--- config.mk ---
export PLATFORM = sky130hd
export DESIGN_NAME = wac_write_addr
export DESIGN_NICKNAME = d
export VERILOG_FILES = /design/src/verilog/wac_write_addr.v
export VERILOG_INCLUDE_DIRS = /design/src /design/src/verilog
export SDC_FILE = /design/constraint.sdc
export NUM_CORES = 1
export LEC_CHECK = 0
export BUFFER_PORTS_ARGS = -buffer_cell sky130_fd_sc_hd__buf_2
export CAP_MARGIN = 20
export CORE_MARGIN = 3
export CORE_UTILIZATION = 50
export DETAILED_ROUTE_END_ITERATION = 6
export GPL_TIMING_DRIVEN = 0
export PLACE_DENSITY = 0.73
export SETUP_SLACK_MARGIN = 0.02
export SLEW_MARGIN = 20
export SYNTH_ARGS = -nofsm -noshare
export SYNTH_HDL_FRONTEND = slang
export SYNTH_SLANG_ARGS = --single-unit
--- constraint.sdc ---
create_clock -name aclk -period 1.93 [get_ports aclk]
set_clock_uncertainty 0.05 [all_clocks]
set_input_delay 0.193 -clock aclk [delete_from_list [all_inputs] [get_ports aclk]]
set_output_delay 0.193 -clock aclk [all_outputs]
set_load 0.02 [all_outputs]
--- src/verilog/wac_defines.vh ---
`ifndef WAC_DEFINES_VH
`define WAC_DEFINES_VH
// ----------------------------------------------------------------
// register offsets
// ----------------------------------------------------------------
`define WAC_OFF_ADDR    8'h00
`define WAC_OFF_ATTR    8'h04
`define WAC_OFF_CTRL    8'h08
`define WAC_OFF_STATUS  8'h0c
// ----------------------------------------------------------------
// attribute register fields
// ----------------------------------------------------------------
`define WAC_LEN_LSB     0
`define WAC_SIZE_LSB    4
`define WAC_MEM_LSB     8
`define WAC_OUTER_LSB   10
`define WAC_INNER_LSB   12
`define WAC_SHARE_BIT   14
`define WAC_EARLY_BIT   15
`define WAC_ZERO_BIT    16
`define WAC_CLEAN_BIT   17
`define WAC_L1EV_BIT    18
`define WAC_ID_LSB      20
`define WAC_LOCK_LSB    24
`define WAC_PROT_LSB    28
// ----------------------------------------------------------------
// control and status fields
// ----------------------------------------------------------------
`define WAC_CTRL_ISSUE  0
`define WAC_CTRL_CLR    1
`define WAC_ST_BUSY     0
`define WAC_ST_OVRUN    1
`define WAC_ST_BADSZ    2
`define WAC_ST_CNT_LSB  8
// ----------------------------------------------------------------
// encodings and reset values
// ----------------------------------------------------------------
`define WAC_BURST_INCR  2'h1
`define WAC_MEM_SO      2'h0
`define WAC_MEM_DEV     2'h1
`define WAC_POL_NC      2'h0
`define WAC_POL_WT      2'h1
`define WAC_POL_WB      2'h2
`define WAC_POL_WBWA    2'h3
`define WAC_TYPE_SO     4'h0
`define WAC_TYPE_DEV    4'h1
`define WAC_TYPE_NC     4'h3
`define WAC_TYPE_WT     4'h6
`define WAC_TYPE_WB     4'h7
`define WAC_TYPE_WBWA   4'hf
`define WAC_RESP_OKAY   2'h0
`define WAC_RESP_SLVERR 2'h2
`define WAC_RST_ATTR    32'h0000_0030
`endif

--- src/verilog/wac_write_addr.v ---
`timescale 1ns/1ps
// Function
// RULE1: write bursts always use incrementing burst kind
// RULE2: cache attr from memory type, outer policy
// RULE3: beat count field gives beats, sixteen max
// RULE4: hint bits: early response, zeros, evictions
// RULE5: inner type code in hints, bit0 shareable
// RULE6: handshakes advance only when qualifier high
// RULE7: beat size codes 8 to 64 bits
`include "wac_defines.vh"

module wac_write_addr (
    input  wire        aclk,
    input  wire        aresetn,
    input  wire [7:0]  s_axi_awaddr,
    input  wire        s_axi_awvalid,
    output reg         s_axi_awready,
    input  wire [31:0] s_axi_wdata,
    input  wire [3:0]  s_axi_wstrb,
    input  wire        s_axi_wvalid,
    output reg         s_axi_wready,
    output reg  [1:0]  s_axi_bresp,
    output reg         s_axi_bvalid,
    input  wire        s_axi_bready,
    input  wire [7:0]  s_axi_araddr,
    input  wire        s_axi_arvalid,
    output reg         s_axi_arready,
    output reg  [31:0] s_axi_rdata,
    output reg  [1:0]  s_axi_rresp,
    output reg         s_axi_rvalid,
    input  wire        s_axi_rready,
    input  wire        bus_clock_qualifier,
    output reg  [31:0] write_addr_addr,
    output reg  [1:0]  write_addr_burst_kind,
    output reg  [3:0]  write_addr_cache_attr,
    output reg  [1:0]  write_addr_id,
    output reg  [3:0]  write_addr_beat_count,
    output reg  [1:0]  write_addr_lock,
    output reg  [2:0]  write_addr_prot,
    output reg  [2:0]  write_addr_beat_size,
    output reg  [8:0]  write_addr_user_hints,
    output reg         write_addr_valid,
    input  wire        write_addr_ready
);

// ----------------------------------------------------------------
// helpers
// ----------------------------------------------------------------
function [3:0] mem_code;
    input [1:0] mem;
    input [1:0] pol;
    begin
        if (mem == `WAC_MEM_SO)
            mem_code = `WAC_TYPE_SO;
        else if (mem == `WAC_MEM_DEV)
            mem_code = `WAC_TYPE_DEV;
        else begin
            case (pol)
                `WAC_POL_NC: mem_code = `WAC_TYPE_NC;
                `WAC_POL_WT: mem_code = `WAC_TYPE_WT;
                `WAC_POL_WB: mem_code = `WAC_TYPE_WB;
                default:     mem_code = `WAC_TYPE_WBWA;
            endcase
        end
    end
endfunction

function [31:0] merge;
    input [31:0] old;
    input [31:0] nw;
    input [3:0]  strb;
    integer i;
    begin
        merge = old;
        for (i = 0; i < 4; i = i + 1) begin
            if (strb[i])
                merge[i*8 +: 8] = nw[i*8 +: 8];
        end
    end
endfunction

localparam SEL_ADDR = 0;
localparam SEL_ATTR = 1;
localparam SEL_CTRL = 2;
localparam SEL_STAT = 3;

function [3:0] reg_sel;
    input [7:0] addr;
    begin
        reg_sel = 4'h0;
        case (addr)
            `WAC_OFF_ADDR:   reg_sel[SEL_ADDR] = 1'b1;
            `WAC_OFF_ATTR:   reg_sel[SEL_ATTR] = 1'b1;
            `WAC_OFF_CTRL:   reg_sel[SEL_CTRL] = 1'b1;
            `WAC_OFF_STATUS: reg_sel[SEL_STAT] = 1'b1;
            default:         reg_sel = 4'h0;
        endcase
    end
endfunction

// ----------------------------------------------------------------
// register bus write path
// ----------------------------------------------------------------
reg  [7:0]  wr_addr_q;
reg         wr_addr_ok_q;
reg  [31:0] wr_data_q;
reg  [3:0]  wr_strb_q;
reg         wr_data_ok_q;
reg  [31:0] addr_reg_q;
reg  [31:0] attr_reg_q;
reg         req_q;
reg         ovrun_q;
reg         badsz_q;
reg  [7:0]  count_q;

wire [3:0]  wr_sel  = reg_sel(wr_addr_q);
wire        aw_take = s_axi_awvalid & s_axi_awready;
wire        w_take  = s_axi_wvalid & s_axi_wready;
wire        wr_go   = wr_addr_ok_q & wr_data_ok_q & ~s_axi_bvalid;
wire        hs_done = write_addr_valid & write_addr_ready & bus_clock_qualifier;
wire        wr_ctrl = wr_go & wr_sel[SEL_CTRL] & wr_strb_q[0];
wire        issue   = wr_ctrl & wr_data_q[`WAC_CTRL_ISSUE];
wire        clr     = wr_ctrl & wr_data_q[`WAC_CTRL_CLR];
wire        busy    = req_q | write_addr_valid;
wire        wr_hit  = |wr_sel;

always @(posedge aclk) begin
    if (!aresetn) begin
        s_axi_awready <= 1'b1;
        s_axi_wready  <= 1'b1;
        wr_addr_ok_q  <= 1'b0;
        wr_data_ok_q  <= 1'b0;
        wr_addr_q     <= 8'h00;
        wr_data_q     <= 32'h0000_0000;
        wr_strb_q     <= 4'h0;
        s_axi_bvalid  <= 1'b0;
        s_axi_bresp   <= `WAC_RESP_OKAY;
    end else begin
        if (aw_take) begin
            wr_addr_q     <= s_axi_awaddr;
            wr_addr_ok_q  <= 1'b1;
            s_axi_awready <= 1'b0;
        end
        if (w_take) begin
            wr_data_q    <= s_axi_wdata;
            wr_strb_q    <= s_axi_wstrb;
            wr_data_ok_q <= 1'b1;
            s_axi_wready <= 1'b0;
        end
        if (wr_go) begin
            s_axi_bvalid <= 1'b1;
            s_axi_bresp  <= wr_hit ? `WAC_RESP_OKAY : `WAC_RESP_SLVERR;
            wr_addr_ok_q <= 1'b0;
            wr_data_ok_q <= 1'b0;
        end
        if (s_axi_bvalid & s_axi_bready) begin
            s_axi_bvalid  <= 1'b0;
            s_axi_awready <= 1'b1;
            s_axi_wready  <= 1'b1;
        end
    end
end

// ----------------------------------------------------------------
// software registers
// ----------------------------------------------------------------
always @(posedge aclk) begin
    if (!aresetn) begin
        addr_reg_q <= 32'h0000_0000;
        attr_reg_q <= `WAC_RST_ATTR;
    end else if (wr_go) begin
        if (wr_sel[SEL_ADDR])
            addr_reg_q <= merge(addr_reg_q, wr_data_q, wr_strb_q);
        if (wr_sel[SEL_ATTR])
            attr_reg_q <= merge(attr_reg_q, wr_data_q, wr_strb_q);
    end
end

// ----------------------------------------------------------------
// attribute fields
// ----------------------------------------------------------------
wire [3:0] attr_len   = attr_reg_q[`WAC_LEN_LSB +: 4];
wire [2:0] attr_size  = attr_reg_q[`WAC_SIZE_LSB +: 3];
wire [1:0] mem_t      = attr_reg_q[`WAC_MEM_LSB +: 2];
wire [1:0] attr_outer = attr_reg_q[`WAC_OUTER_LSB +: 2];
wire [1:0] attr_inner = attr_reg_q[`WAC_INNER_LSB +: 2];
wire       attr_share = attr_reg_q[`WAC_SHARE_BIT];
wire [1:0] attr_id    = attr_reg_q[`WAC_ID_LSB +: 2];
wire [1:0] attr_lock  = attr_reg_q[`WAC_LOCK_LSB +: 2];
wire [2:0] attr_prot  = attr_reg_q[`WAC_PROT_LSB +: 3];
wire       bad_size   = attr_size[2];                               // [RULE7]

// ----------------------------------------------------------------
// request, overrun and size-error flags
// ----------------------------------------------------------------

always @(posedge aclk) begin
    if (!aresetn) begin
        req_q   <= 1'b0;
        ovrun_q <= 1'b0;
        badsz_q <= 1'b0;
    end else begin
        if (issue & ~busy & ~bad_size)
            req_q <= 1'b1;
        else if (req_q & bus_clock_qualifier)
            req_q <= 1'b0;                                          // [RULE6]
        if (issue & busy)
            ovrun_q <= 1'b1;
        else if (clr)
            ovrun_q <= 1'b0;
        if (issue & ~busy & bad_size)
            badsz_q <= 1'b1;                                        // [RULE7]
        else if (clr)
            badsz_q <= 1'b0;
    end
end

// ----------------------------------------------------------------
// write address channel
// ----------------------------------------------------------------
always @(posedge aclk) begin
    if (!aresetn) begin
        write_addr_valid      <= 1'b0;
        write_addr_addr       <= 32'h0000_0000;
        write_addr_burst_kind <= `WAC_BURST_INCR;
        write_addr_cache_attr <= 4'h0;
        write_addr_id         <= 2'h0;
        write_addr_beat_count <= 4'h0;
        write_addr_lock       <= 2'h0;
        write_addr_prot       <= 3'h0;
        write_addr_beat_size  <= 3'h0;
        write_addr_user_hints <= 9'h000;
    end else if (bus_clock_qualifier) begin                         // [RULE6]
        if (req_q & ~write_addr_valid) begin
            write_addr_valid      <= 1'b1;
            write_addr_addr       <= addr_reg_q;
            write_addr_burst_kind <= `WAC_BURST_INCR;               // [RULE1]
            write_addr_cache_attr <= mem_code(mem_t, attr_outer);   // [RULE2]
            write_addr_id         <= attr_id;
            write_addr_beat_count <= attr_len;                      // [RULE3]
            write_addr_lock       <= attr_lock;
            write_addr_prot       <= attr_prot;
            write_addr_beat_size  <= attr_size;                     // [RULE7]
            write_addr_user_hints <= {attr_reg_q[`WAC_EARLY_BIT],
                                      attr_reg_q[`WAC_ZERO_BIT],
                                      attr_reg_q[`WAC_CLEAN_BIT],
                                      attr_reg_q[`WAC_L1EV_BIT],    // [RULE4]
                                      mem_code(mem_t, attr_inner),
                                      attr_share};                  // [RULE5]
        end else if (hs_done) begin
            write_addr_valid <= 1'b0;                               // [RULE6]
        end
    end
end

// ----------------------------------------------------------------
// burst counter
// ----------------------------------------------------------------
wire [7:0] count_d = count_q + 8'h01;

always @(posedge aclk) begin
    if (!aresetn)
        count_q <= 8'h00;
    else if (hs_done)
        count_q <= count_d;                                         // [RULE6]
end

// ----------------------------------------------------------------
// register bus read path
// ----------------------------------------------------------------
reg [31:0] rd_val;
reg        rd_hit;
wire [3:0] rd_sel = reg_sel(s_axi_araddr);

always @* begin
    rd_val = 32'h0000_0000;
    rd_hit = |rd_sel;
    case (s_axi_araddr)
        `WAC_OFF_ADDR:   rd_val = addr_reg_q;
        `WAC_OFF_ATTR:   rd_val = attr_reg_q;
        `WAC_OFF_CTRL:   rd_val = 32'h0000_0000;
        `WAC_OFF_STATUS: begin
            rd_val[`WAC_ST_BUSY]        = busy;
            rd_val[`WAC_ST_OVRUN]       = ovrun_q;
            rd_val[`WAC_ST_BADSZ]       = badsz_q;
            rd_val[`WAC_ST_CNT_LSB +: 8] = count_q;
        end
        default:         rd_val = 32'h0000_0000;
    endcase
end

always @(posedge aclk) begin
    if (!aresetn) begin
        s_axi_arready <= 1'b1;
        s_axi_rvalid  <= 1'b0;
        s_axi_rdata   <= 32'h0000_0000;
        s_axi_rresp   <= `WAC_RESP_OKAY;
    end else if (s_axi_arvalid & s_axi_arready) begin
        s_axi_arready <= 1'b0;
        s_axi_rvalid  <= 1'b1;
        s_axi_rdata   <= rd_val;
        s_axi_rresp   <= rd_hit ? `WAC_RESP_OKAY : `WAC_RESP_SLVERR;
    end else if (s_axi_rvalid & s_axi_rready) begin
        s_axi_rvalid  <= 1'b0;
        s_axi_arready <= 1'b1;
    end
end

endmodule // wac_write_addr

==> results.py <==
metrics = {
    "power": {
        "power_density_nw_per_um2": 867,
        "vdd_drop_max_uv": 748,
        "leakagePower_uw": 0.00432,
        "power_uw": 9430,
    },
    "critical_path": {
        "critPathMaxFanout": 10,
        "reg2reg_to": "attr_reg_q[14]",
        "cp_slowest_cell": "dfxtp_1",
        "worstSetupPathType": "register to register",
        "r2r-start": "s_axi_bvalid",
        "crit_chain": "and3b_1 -> clkbuf_2 -> nand4_1 -> buf_2 -> nand3_1 -> o21ai_0",
        "cp.arrival_ns": 2.12,
        "crit_path_end_kind": "register",
        "crit_start": "s_axi_bvalid",
        "critPathMaxStageDelay_ns": 0.34,
        "cp-start-kind": "register",
        "rrSetupSlack_ns": 0.15,
        "cp.required_ns": 2.26,
        "ff2ff_path_depth": 6,
    },
    "placed_design": {
        "io_buffers": 158,
        "hpwl_mm": 17.9,
        "dp_cells": 1366,
        "place_area_um2": 9560,
        "gp_congestion": 0.899,
    },
    "synth": {
        "synth.top_cell.area_share": 0.517,
        "synth_edf_count": 0,
        "synth_common_cells": "nand2_1, dfxtp_1, a21boi_0",
        "async_flop_share": 0,
        "synth-seq-area-share": 0.517,
        "synth-seq-cells": 219,
        "ys_types": 38,
        "synthTopCellsByArea": "dfxtp_1, nand2_1, a21boi_0",
        "yosys.area.top_type": "dfxtp_1",
        "yosysMostFrequentCell": "nand2_1",
        "synthCells": 986,
        "avgSynthCellArea_um2": 8.61,
        "synth_top_flop_cell": "dfxtp_1",
        "yosysWarnings": 0,
        "syn-cell-area_um2": 8490,
    },
    "cells_and_area": {
        "stdcell_area_um2": 10900,
        "nFillCells": 1428,
        "fin_nets": 1294,
        "area_growth_pct": 28.2,
        "drive_gt1_frac": 0.192,
        "diodes": 0,
        "finalNonFillerCells": 1467,
    },
    "outcome": {
        "status": "completed",
    },
    "clock_network": {
        "clock_latency_ns": 0.50,
        "htree_levels": 1,
        "numCtsBuffers": 22,
        "clock-root-buffer": "clkbuf_16",
        "clkTransAtPathRegs_ns": 0.06,
        "cts_tree": "yes",
        "cts_buffer_depth": 3,
        "cts.sinks": 219,
    },
    "timing": {
        "max_clock_freq_mhz": 560,
        "hold_viol": 0,
        "rsz0062_at_grt": "false",
        "drv_slew": 0,
        "fin_crit_sh": 0.925,
        "tightest_slew_ns": 0.677,
        "slew_headroom": 0.548,
        "finalSetupTns_ns": 0,
        "setup_viol": 0,
        "period_minus_slack_ns": 1.78,
    },
    "die": {
        "dieArea_um2": 18600,
        "coreArea_um2": 16600,
        "die_h_um": 136,
        "std_cell_rows": 47,
        "start_util": 0.512,
        "pin_count": 164,
        "dieWidth_um": 136,
    },
    "hold_path": {
        "whs_endpoint": "s_axi_rdata[1]",
        "whs_path_depth": 4,
        "hp-start": "s_axi_araddr[5]",
        "hold_class": "input port to register",
    },
    "global_route": {
        "grt_pass1_wl_mm": 39.3,
        "grt-ovfl-total": 0,
        "antenna_found_initial": 0,
        "grt_max_degree": 20,
        "track_usage": 0.267,
        "first_global_vias": 7454,
    },
    "routing": {
        "drtIter0Drc": 613,
        "drtPass1Iterations": 5,
        "routed_wl_mm": 25.3,
        "viasPerCell": 5.37,
        "ant_nets": 0,
        "drc": 0,
        "avgRoutedWirePerCell_um": 17.2,
        "vias": 7871,
    },
    "flow_run": {
        "drv_cap": 0,
    },
}
worst max-delay path by stage:
stage                                     endpoint  slack [ns]  cells after the start
final                               attr_reg_q[14]        0.15                      6
after global routing      write_addr_user_hints[6]       0.006                      5
after CTS                            attr_reg_q[6]        0.03                      5
after detailed placement            attr_reg_q[22]       -0.21                      6
after global placement              addr_reg_q[23]       -0.14                      6
after floorplan                      attr_reg_q[2]        0.25                      6
worst max-delay path: cells and delay by family, from the launching register on:
kind	cells	cell delay (ns)
flops	1	0.34
compound gates	1	0.09
buf+inv	2	0.52
simple gates	3	0.66
area by class of cell:
class	count	area, um^2	area share
Buffer	76	338	0.0311
Clock inverter	11	123	0.0113
Multi-Input combinational cell	689	3770	0.347
Timing Repair Buffer	222	1400	0.128
Clock buffer	28	583	0.0536
Inverter	2	7.51	0.000690
Tap cell	220	275	0.0253
Sequential cell	219	4380	0.403
power breakdown:
| group | internal [uW] | switching (uW) |
|---|---|---|
| registers | 4590 | 45.3 |
| clock network | 2420 | 1770 |
| logic | 255 | 352 |
| total | 7260 | 2170 |
layer usage:
metal  share of wire  global-route usage
met5               0                   0
met3           0.075              0.0448
met4           0.020              0.0610
met1            0.43               0.359
met2            0.47               0.452
registers in the layout, indices dropped and copies added (netlist names), 2 cells and up:
name                   cells
write_addr_lock            2
wr_strb_q                  4
write_addr_user_hints      8
write_addr_id              2
write_addr_beat_count      4
s_axi_rdata               32
attr_reg_q                32
addr_reg_q                32
write_addr_addr           32
wr_data_q                 32
count_q                    8
write_addr_cache_attr      4
write_addr_beat_size       3
write_addr_prot            3
wr_addr_q                  8
cells by family after synthesis:
kind of cell / Yosys count / synth area share
AOI/OAI and AO/OA: 228 / 0.172
xor gates and xnor gates: 6 / 0.00619
adders and majority gates: 1 / 0.00147
buffers and inverters: 80 / 0.0404
DFF: 219 / 0.517
muxes: 34 / 0.0401
other: 2 / 0.000885
and+or+nand+nor: 416 / 0.222
placed cells by master (no fill, tap or decap), types with 3 or more instances in the layout:
master           n
clkbuf_1        48
conb_1           4
xnor2_1          4
nand2_1        258
nor3b_1          5
a21oi_1          3
buf_4           20
buf_1            5
a32oi_1         11
mux2i_1         34
nand3_1         85
buf_2          173
and2_1          10
clkinv_2         6
o21ai_0         82
nor2b_1         12
and3_1           3
clkbuf_2         6
nor2_1           9
o21ai_1         20
clkbuf_16       22
and3b_1          5
dlygate4sd3_1   50
dfxtp_1        219
a21boi_0       106
nand2b_1         3
nand4_1         15
timing repair:
item / CTS / global route
hold buffers: 50 / 0
endpoints found under the setup margin: 64 / 77
resized for setup: 3 / 7
buffers inserted: 10 / 4
pin swaps: 7 / 3
hold endpoints to repair: 50 / 0
stage by stage:
| stage | util | setup WS, ns | hold WS, ns |
|---|---|---|---|
| 6_report | 0.656 | 0.145 | 0.0781 |
| 5_1_grt | 0.656 | 0.00615 | 0.109 |
| 4_1_cts | 0.654 | 0.0275 | 0.0551 |
| 3_5_place_dp | 0.577 | -0.208 | 0.363 |
| 3_3_place_gp | 0.577 | -0.135 | 0.354 |
| 2_1_floorplan | - | 0.248 | 0.243 |
Note: power is estimated with default switching activity, not from simulation.
